--- src/rtl/lcgs_pkg.sv ---
// Package for the logic cell gate input select stage: register map, field layout and carriers.
package lcgs_pkg;
    localparam int LCGS_ADDR_W = 4;
    localparam int LCGS_DATA_W = 8;
    localparam int LCGS_NUM_IN = 4;
    localparam int LCGS_NUM_GATE = 3;
    localparam int LCGS_SRC_W = 6;
    localparam int LCGS_SRC_NUM = 64;
    localparam int LCGS_DEPTH = 16;
    // Register offsets.
    localparam logic [3:0] LCGS_OFF_GATE1_SEL = 4'h0;
    localparam logic [3:0] LCGS_OFF_GATE2_SEL = 4'h1;
    localparam logic [3:0] LCGS_OFF_GATE3_SEL = 4'h2;
    localparam logic [3:0] LCGS_OFF_POLARITY = 4'h3;
    localparam logic [3:0] LCGS_OFF_IN1_SRC = 4'h4;
    localparam logic [3:0] LCGS_OFF_IN2_SRC = 4'h5;
    localparam logic [3:0] LCGS_OFF_IN3_SRC = 4'h6;
    localparam logic [3:0] LCGS_OFF_IN4_SRC = 4'h7;
    localparam logic [3:0] LCGS_OFF_GATE_STATUS = 4'h8;
    // Field positions inside a gate select register: input n true at 2n-1, inverted at 2n-2.
    localparam int LCGS_TRUE_POS = 1;
    localparam int LCGS_INV_POS = 0;
    localparam int LCGS_POL_GATE_MSB = 2;
    localparam logic [7:0] LCGS_READ_ZERO = 8'h00;
    localparam logic [1:0] LCGS_SRC_PAD = 2'h0;
    localparam logic [4:0] LCGS_POL_PAD = 5'h00;
    localparam logic [4:0] LCGS_STAT_PAD = 5'h00;

    typedef struct packed {
        logic [3:0] addr;
        logic [7:0] wdata;
        logic wr;
        logic rd;
    } lcgs_bus_req_t;

    typedef struct packed {
        logic gate3;
        logic gate2;
        logic gate1;
    } lcgs_gates_t;
endpackage : lcgs_pkg

--- src/rtl/lcgs_reg_mem.sv ---
// Small register memory with undefined content at reset and registered read data.
`timescale 1ns/10ps
`default_nettype none
module lcgs_reg_mem
    import lcgs_pkg::*;
#(
    parameter int DEPTH = LCGS_DEPTH,
    parameter int WIDTH = LCGS_DATA_W
)
(
    // Clock.
    input wire logic clk_sys_in,
    // Write port.
    input wire logic wr_en_in,
    input wire logic [$clog2(DEPTH)-1:0] wr_addr_in,
    input wire logic [WIDTH-1:0] wr_data_in,
    // Read port.
    input wire logic [$clog2(DEPTH)-1:0] rd_addr_in,
    output logic [WIDTH-1:0] rd_data_out
);
    logic [WIDTH-1:0] mem_q [DEPTH];

    // No reset: content is unknown at power-up and survives every later reset.
    always_ff @(posedge clk_sys_in)
    begin
        if (wr_en_in)
        begin
            mem_q[wr_addr_in] <= wr_data_in;
        end
        rd_data_out <= mem_q[rd_addr_in];
    end
endmodule // lcgs_reg_mem
`default_nettype wire

--- src/rtl/lcgs_gate.sv ---
// One gate: OR of the selected true and inverted input terms, then optional inversion.
`timescale 1ns/10ps
`default_nettype none
module lcgs_gate
    import lcgs_pkg::*;
#(
    parameter int NUM_IN = LCGS_NUM_IN
)
(
    // Term selection and data.
    input wire logic [2*NUM_IN-1:0] term_en_in,
    input wire logic [NUM_IN-1:0] data_in,
    input wire logic invert_in,
    // Gate result.
    output logic gate_out
);
    logic [2*NUM_IN-1:0] terms;
    logic gate_or;

    genvar i;
    generate
        for (i = 0; i < NUM_IN; i++)
        begin : g_term
            assign terms[2*i+LCGS_TRUE_POS] = data_in[i] & term_en_in[2*i+LCGS_TRUE_POS];
            assign terms[2*i+LCGS_INV_POS] = ~data_in[i] & term_en_in[2*i+LCGS_INV_POS];
        end
    endgenerate

    // An empty selection gives zero at the OR, so gate_out then equals invert_in.
    assign gate_or = |terms;
    assign gate_out = gate_or ^ invert_in;
endmodule // lcgs_gate
`default_nettype wire

--- src/rtl/lcgs_top.sv ---
// Gate input select stage for gates 1 to 3 of a configurable logic cell, with its registers.
`timescale 1ns/10ps
`default_nettype none
// Contract
// - gate1 bits 7/6 pick input 4 true/inverted
// - gate1 bits 5/4 pick input 3 true/inverted
// - gate1 bits 3/2 pick input 2 true/inverted
// - gate1 bits 1/0 pick input 1 true/inverted
// - gate2 bits 7/6 pick input 4 true/inverted
// - gate2 bits 5/4 pick input 3 true/inverted
// - gate2 bits 3/2 pick input 2 true/inverted
// - gate2 bits 1/0 pick input 1 true/inverted
// - gate3 bits 7/6 pick input 4 true/inverted
// - gate3 bits 5/4 pick input 3 true/inverted
// - gate3 bits 3/2 pick input 2 true/inverted
// - gate3 bits 1/0 pick input 1 true/inverted
// - select registers read/write, undefined, reset-proof
// - polarity bit inverts its gate output
// - each input picked by six-bit source field
module lcgs_top
    import lcgs_pkg::*;
#(
    parameter int NUM_IN = LCGS_NUM_IN,
    parameter int SRC_NUM = LCGS_SRC_NUM
)
(
    // Clock and reset.
    input wire logic clk_sys_in,
    input wire logic rst_b_in,
    // Register port.
    input wire logic [LCGS_ADDR_W-1:0] reg_addr_in,
    input wire logic [LCGS_DATA_W-1:0] reg_wdata_in,
    input wire logic reg_wr_in,
    input wire logic reg_rd_in,
    output logic [LCGS_DATA_W-1:0] reg_rdata_out,
    // Candidate sources for the four data inputs.
    input wire logic [SRC_NUM-1:0] source_in,
    // Gate results towards the cell function.
    output logic gate_one_out,
    output logic gate_two_out,
    output logic gate_three_out
);
    lcgs_bus_req_t req;
    lcgs_gates_t gates_comb;
    lcgs_gates_t gates_q;

    // Shadow copies of the configuration registers; none is reset, so they keep value across resets.
    logic [LCGS_DATA_W-1:0] gate1_term_select_q;
    logic [LCGS_DATA_W-1:0] gate2_term_select_q;
    logic [LCGS_DATA_W-1:0] gate3_term_select_q;
    logic [LCGS_NUM_GATE-1:0] gate_invert_q;
    logic [LCGS_SRC_W-1:0] input1_source_select_q;
    logic [LCGS_SRC_W-1:0] input2_source_select_q;
    logic [LCGS_SRC_W-1:0] input3_source_select_q;
    logic [LCGS_SRC_W-1:0] input4_source_select_q;
    logic rd_pending_q;
    logic rd_is_status_q;
    logic rd_mapped_q;

    logic [LCGS_DATA_W-1:0] mem_rdata;
    logic [NUM_IN-1:0] data_sel;
    logic gate_one_invert;
    logic gate_two_invert;
    logic gate_three_invert;
    logic rd_mapped;
    logic rd_status;
    logic [LCGS_DATA_W-1:0] wr_masked;
    logic [LCGS_DATA_W-1:0] rdata_d;

    assign req.addr = reg_addr_in;
    assign req.wdata = reg_wdata_in;
    assign req.wr = reg_wr_in;
    assign req.rd = reg_rd_in;

    // Unimplemented bits of narrow registers are zeroed on write so reads show zero.
    assign wr_masked = (req.addr == LCGS_OFF_POLARITY) ? {LCGS_POL_PAD, req.wdata[LCGS_POL_GATE_MSB:0]} :
                       (req.addr >= LCGS_OFF_IN1_SRC && req.addr <= LCGS_OFF_IN4_SRC) ?
                       {LCGS_SRC_PAD, req.wdata[LCGS_SRC_W-1:0]} : req.wdata;
    assign rd_mapped = (req.addr <= LCGS_OFF_IN4_SRC);
    assign rd_status = (req.addr == LCGS_OFF_GATE_STATUS);

    // Readback storage; writes to unmapped offsets are stored nowhere visible.
    lcgs_reg_mem #(
        .DEPTH(LCGS_DEPTH),
        .WIDTH(LCGS_DATA_W)
    ) u_mem (
        .clk_sys_in(clk_sys_in),
        .wr_en_in(req.wr & rd_mapped),
        .wr_addr_in(req.addr),
        .wr_data_in(wr_masked),
        .rd_addr_in(req.addr),
        .rd_data_out(mem_rdata)
    );

    // Configuration flops, deliberately without reset.
    always_ff @(posedge clk_sys_in)
    begin
        if (req.wr && req.addr == LCGS_OFF_GATE1_SEL)
        begin
            gate1_term_select_q <= req.wdata;
        end
        if (req.wr && req.addr == LCGS_OFF_GATE2_SEL)
        begin
            gate2_term_select_q <= req.wdata;
        end
        if (req.wr && req.addr == LCGS_OFF_GATE3_SEL)
        begin
            gate3_term_select_q <= req.wdata;
        end
        if (req.wr && req.addr == LCGS_OFF_POLARITY)
        begin
            gate_invert_q <= req.wdata[LCGS_POL_GATE_MSB:0];
        end
        if (req.wr && req.addr == LCGS_OFF_IN1_SRC)
        begin
            input1_source_select_q <= req.wdata[LCGS_SRC_W-1:0];
        end
        if (req.wr && req.addr == LCGS_OFF_IN2_SRC)
        begin
            input2_source_select_q <= req.wdata[LCGS_SRC_W-1:0];
        end
        if (req.wr && req.addr == LCGS_OFF_IN3_SRC)
        begin
            input3_source_select_q <= req.wdata[LCGS_SRC_W-1:0];
        end
        if (req.wr && req.addr == LCGS_OFF_IN4_SRC)
        begin
            input4_source_select_q <= req.wdata[LCGS_SRC_W-1:0];
        end
    end

    // Data input multiplexers.
    assign data_sel[0] = source_in[input1_source_select_q];
    assign data_sel[1] = source_in[input2_source_select_q];
    assign data_sel[2] = source_in[input3_source_select_q];
    assign data_sel[3] = source_in[input4_source_select_q];

    assign gate_one_invert = gate_invert_q[0];
    assign gate_two_invert = gate_invert_q[1];
    assign gate_three_invert = gate_invert_q[2];

    // Bit 2n-1 enables the true term of input n, bit 2n-2 its inverted term.
    lcgs_gate #(.NUM_IN(NUM_IN)) u_gate1 (
        .term_en_in(gate1_term_select_q),
        .data_in(data_sel),
        .invert_in(gate_one_invert),
        .gate_out(gates_comb.gate1)
    );

    lcgs_gate #(.NUM_IN(NUM_IN)) u_gate2 (
        .term_en_in(gate2_term_select_q),
        .data_in(data_sel),
        .invert_in(gate_two_invert),
        .gate_out(gates_comb.gate2)
    );

    lcgs_gate #(.NUM_IN(NUM_IN)) u_gate3 (
        .term_en_in(gate3_term_select_q),
        .data_in(data_sel),
        .invert_in(gate_three_invert),
        .gate_out(gates_comb.gate3)
    );

    // Registered gate outputs: one cycle of latency buys flop-driven outputs.
    always_ff @(posedge clk_sys_in or negedge rst_b_in)
    begin
        if (!rst_b_in)
        begin
            gates_q <= '0;
            rd_pending_q <= 1'b0;
            rd_is_status_q <= 1'b0;
            rd_mapped_q <= 1'b0;
        end
        else
        begin
            gates_q <= gates_comb;
            rd_pending_q <= req.rd;
            rd_is_status_q <= rd_status;
            rd_mapped_q <= rd_mapped;
        end
    end

    assign gate_one_out = gates_q.gate1;
    assign gate_two_out = gates_q.gate2;
    assign gate_three_out = gates_q.gate3;

    // Read data: memory word, gate status, or zero for unmapped offsets and idle cycles.
    assign rdata_d = !rd_pending_q ? LCGS_READ_ZERO :
                     rd_is_status_q ? {LCGS_STAT_PAD, gates_q} :
                     rd_mapped_q ? mem_rdata : LCGS_READ_ZERO;
    assign reg_rdata_out = rdata_d;
endmodule // lcgs_top
`default_nettype wire

--- config.mk ---
export PLATFORM = sky130hd
export DESIGN_NAME = lcgs_top
export DESIGN_NICKNAME = d
export VERILOG_FILES = /design/src/rtl/lcgs_pkg.sv /design/src/rtl/lcgs_reg_mem.sv /design/src/rtl/lcgs_gate.sv /design/src/rtl/lcgs_top.sv
export SDC_FILE = /design/constraint.sdc
export NUM_CORES = 1
export LEC_CHECK = 0
export BUFFER_PORTS_ARGS = -buffer_cell sky130_fd_sc_hd__buf_2
export CAP_MARGIN = 20
export CORE_MARGIN = 2
export CORE_UTILIZATION = 30
export DETAILED_ROUTE_END_ITERATION = 8
export PLACE_DENSITY = 0.58
export SLEW_MARGIN = 40
export SYNTH_ARGS = -nofsm -noshare
export SYNTH_HDL_FRONTEND = slang
export SYNTH_SLANG_ARGS = --single-unit
--- constraint.sdc ---
create_clock -name clk_sys_in -period 4 [get_ports clk_sys_in]
set_input_delay 1 -clock clk_sys_in [delete_from_list [all_inputs] [get_ports clk_sys_in]]
set_output_delay 1 -clock clk_sys_in [all_outputs]
set_load 0.01 [all_outputs]
==> flow_metrics.py <==
metrics = {
    "status": {
        "outcome": "complete, no violations",
    },
    "logic_synthesis": {
        "synthArstFlopShare": 0.03109,
        "synth-edff-count": 179,
        "ys.flop_type": "edfxtp_1",
        "synthesis.area_um2": 9532,
        "syn_area_per_cell_um2": 17.02,
        "ys_ff_latch": 193,
        "ys_types": 49,
        "yosysWarnings": 0,
        "ys_seq_area_frac": 0.5965,
        "syn_inst": 560,
    },
    "run": {
        "max_cap_violations": 0,
    },
    "layout": {
        "synthToLayoutAreaGrowth_pct": 19.76,
        "fin_cells": 1140,
        "drive_gt1_frac": 0.3347,
        "fin_nets": 805,
        "final_common_cell": "edfxtp_1",
        "diodes": 0,
        "post-route-cell-area_um2": 11410,
        "most-common-layout-cells": "179 x edfxtp_1, 89 x buf_2, 78 x mux4_2",
    },
    "drt": {
        "initialDrtViolationCount": 572,
        "vias_per_cell": 5.119,
        "ant_nets": 0,
        "drtPass1Iterations": 5,
        "route.detailed.drc": 0,
        "via_count": 5836,
        "wirelength_um": 23240,
        "wl_per_cell_um": 20.38,
    },
    "timing": {
        "timing.final.crit_share": 0.8612,
        "finalSetupViolations": 0,
        "worst_slew_pin_slew_ns": 0.8189,
        "grt_setup_unrepaired": "false",
        "maxSlewViolCount": 0,
        "timing.setup.tns_ns": 0,
        "fmax_mhz": 290.3,
        "hold_violations": 0,
        "slew_headroom": 0.4540,
        "setup_ws_ns": 0.5553,
        "fin_worst_skew_ns": 0.008708,
        "min_period_ns": 3.445,
    },
    "floorplan": {
        "io_pins": 91,
        "die-width_um": 182.2,
        "start_util": 0.3036,
        "core-area_um2": 31390,
        "row_count": 65,
        "die-height_um": 182.2,
        "die_area_um2": 33210,
    },
    "setup_path": {
        "cp-start-kind": "flip-flop",
        "crit_required_ns": 4.32,
        "reg2reg_depth": 9,
        "crit_path_end_kind": "flip-flop",
        "cp_max_fo": 9,
        "critPathKind": "reg -> reg",
        "arrival_ns": 3.77,
    },
    "grt": {
        "antenna_found_initial": 1,
        "grt_first_pass_wirelength_um": 35190,
        "first_global_vias": 5852,
        "overflow": 0,
        "grt_max_degree": 34,
        "grt_usage": 0.1422,
    },
    "clock_tree": {
        "cts_tree": "built",
        "cts_sinks": 193,
        "clk_pin_slew_ns": 0.07,
        "ctsHtreeMaxLevel": 4,
        "ctsResizeCount": 0,
        "clk_path_buf_depth": 2,
        "cts_setup_buffers": 0,
        "clk-insertion-delay-late_ns": 0.43,
        "cts_buffers": 17,
        "cts-root-buf": "clkbuf_16",
        "ctsHoldBuffers": 0,
    },
    "place": {
        "gp_congestion": 0.8886,
        "post_dp_cell_area_um2": 10790,
        "place_ws_ns": 0.2359,
        "dp_cells": 1107,
        "portBuffers": 90,
        "hpwl_um": 16710,
    },
    "power_and_ir_drop": {
        "peakVddDrop_v": 0.0002660,
        "leakagePower_nw": 4.168,
        "total_power_mw": 4.479,
        "power.density_nw_per_um2": 392.4,
    },
    "min_path": {
        "min_path_type": "in -> async",
    },
}
## Yosys cell counts (all sizes together) (2+ instances only)
cell type	number	share of area
xor2	3	0.0028
a221oi	2	0.0018
nand2	23	0.0091
a22oi	18	0.014
or4b	3	0.0032
nor2b	16	0.011
nand3	6	0.0032
nor3	6	0.0032
edfxtp	179	0.56
dfxtp	8	0.017
a21oi	2	0.0011
nor2	25	0.0098
inv	11	0.0043
a311oi	2	0.0018
clkbuf	10	0.0039
nand2b	6	0.0039
nand4b	2	0.0018
buf	26	0.014
a31oi	3	0.0020
mux2	16	0.019
mux2i	60	0.063
nand4	3	0.0020
dfrtp	6	0.016
and3b	4	0.0037
o21ai	5	0.0026
a2111oi	4	0.0037
mux4	83	0.20
and2	5	0.0033
o22ai	2	0.0013
and3	7	0.0046
## through the flow
stage               hold WS, ns  utilization
finish                   0.4001       0.3636
global route             0.3898       0.3636
CTS                      0.3881       0.3627
detailed placement       0.4316       0.3438
global placement         0.4301       0.3433
floorplan                0.4220            -
## worst max-delay path: stages (launching register included)
cell and delay, ns:
edfxtp_1 0.64, buf_4 0.28, mux4_2 0.52, mux2i_1 0.23
nor3_1 0.08, o41ai_1 0.39, buf_4 0.20, mux2_2 0.35
or4b_1 0.49, xor2_1 0.15
## logic make-up after synthesis
family / synth area share
AOI/OAI and AO/OA: 0.03610
xor gates and xnor gates: 0.002757
other: 0.0003934
and+or+nand+nor: 0.06235
muxes: 0.2800
buffers and inverters: 0.02192
DFF: 0.5965
## per-layer routing
layer	wire, um	vias up	global-route usage
met5	13	-	0
met4	384	2	0.04226
met3	1323	30	0.03133
met2	11200	187	0.2324
met1	10310	3039	0.1908
li1	-	2578	-
## state kept, by name (all words and copies together) (netlist names), 3 cells and up
name	cells
input3_source_select_q	6
input1_source_select_q	6
gate3_term_select_q	8
input4_source_select_q	6
gate2_term_select_q	8
u_mem.mem_q	128
u_mem.rd_data_out	8
input2_source_select_q	6
gate1_term_select_q	8
gate_invert_q	3
## worst paths after layout
| path | slack, ns | start | end |
|---|---|---|---|
| max in group asynchronous | 3.42 | rst_b_in | rd_pending_q |
| min | 0.40 | rst_b_in | gate_two_out |
| max reg2reg | 0.56 | input3_source_select_q[0] | gate_two_out |
| max | 0.56 | input3_source_select_q[0] | gate_two_out |
| min in group clk_sys_in | 0.44 | gate_invert_q[1] | gate_two_out |
| min reg2reg | 0.44 | gate_invert_q[1] | gate_two_out |
## power by group
group | switching, mW | total, mW | internal [mW] | leakage [nW]
logic | 0.220 | 0.432 | 0.212 | 2.10
clock network | 0.761 | 1.70 | 0.941 | 0.282
registers | 0.0361 | 2.34 | 2.31 | 1.79
## layout make-up
cell class,instances,area (um^2)
clock buffers,20,436.7
clock inverters,12,153.9
fillers,3005,19980
inverters,11,41.29
multi-input cells,383,3891
flip-flops and latches,193,5685
well taps,402,503.0
repair buffers,119,703.2
(Power assumes the default switching activity.)
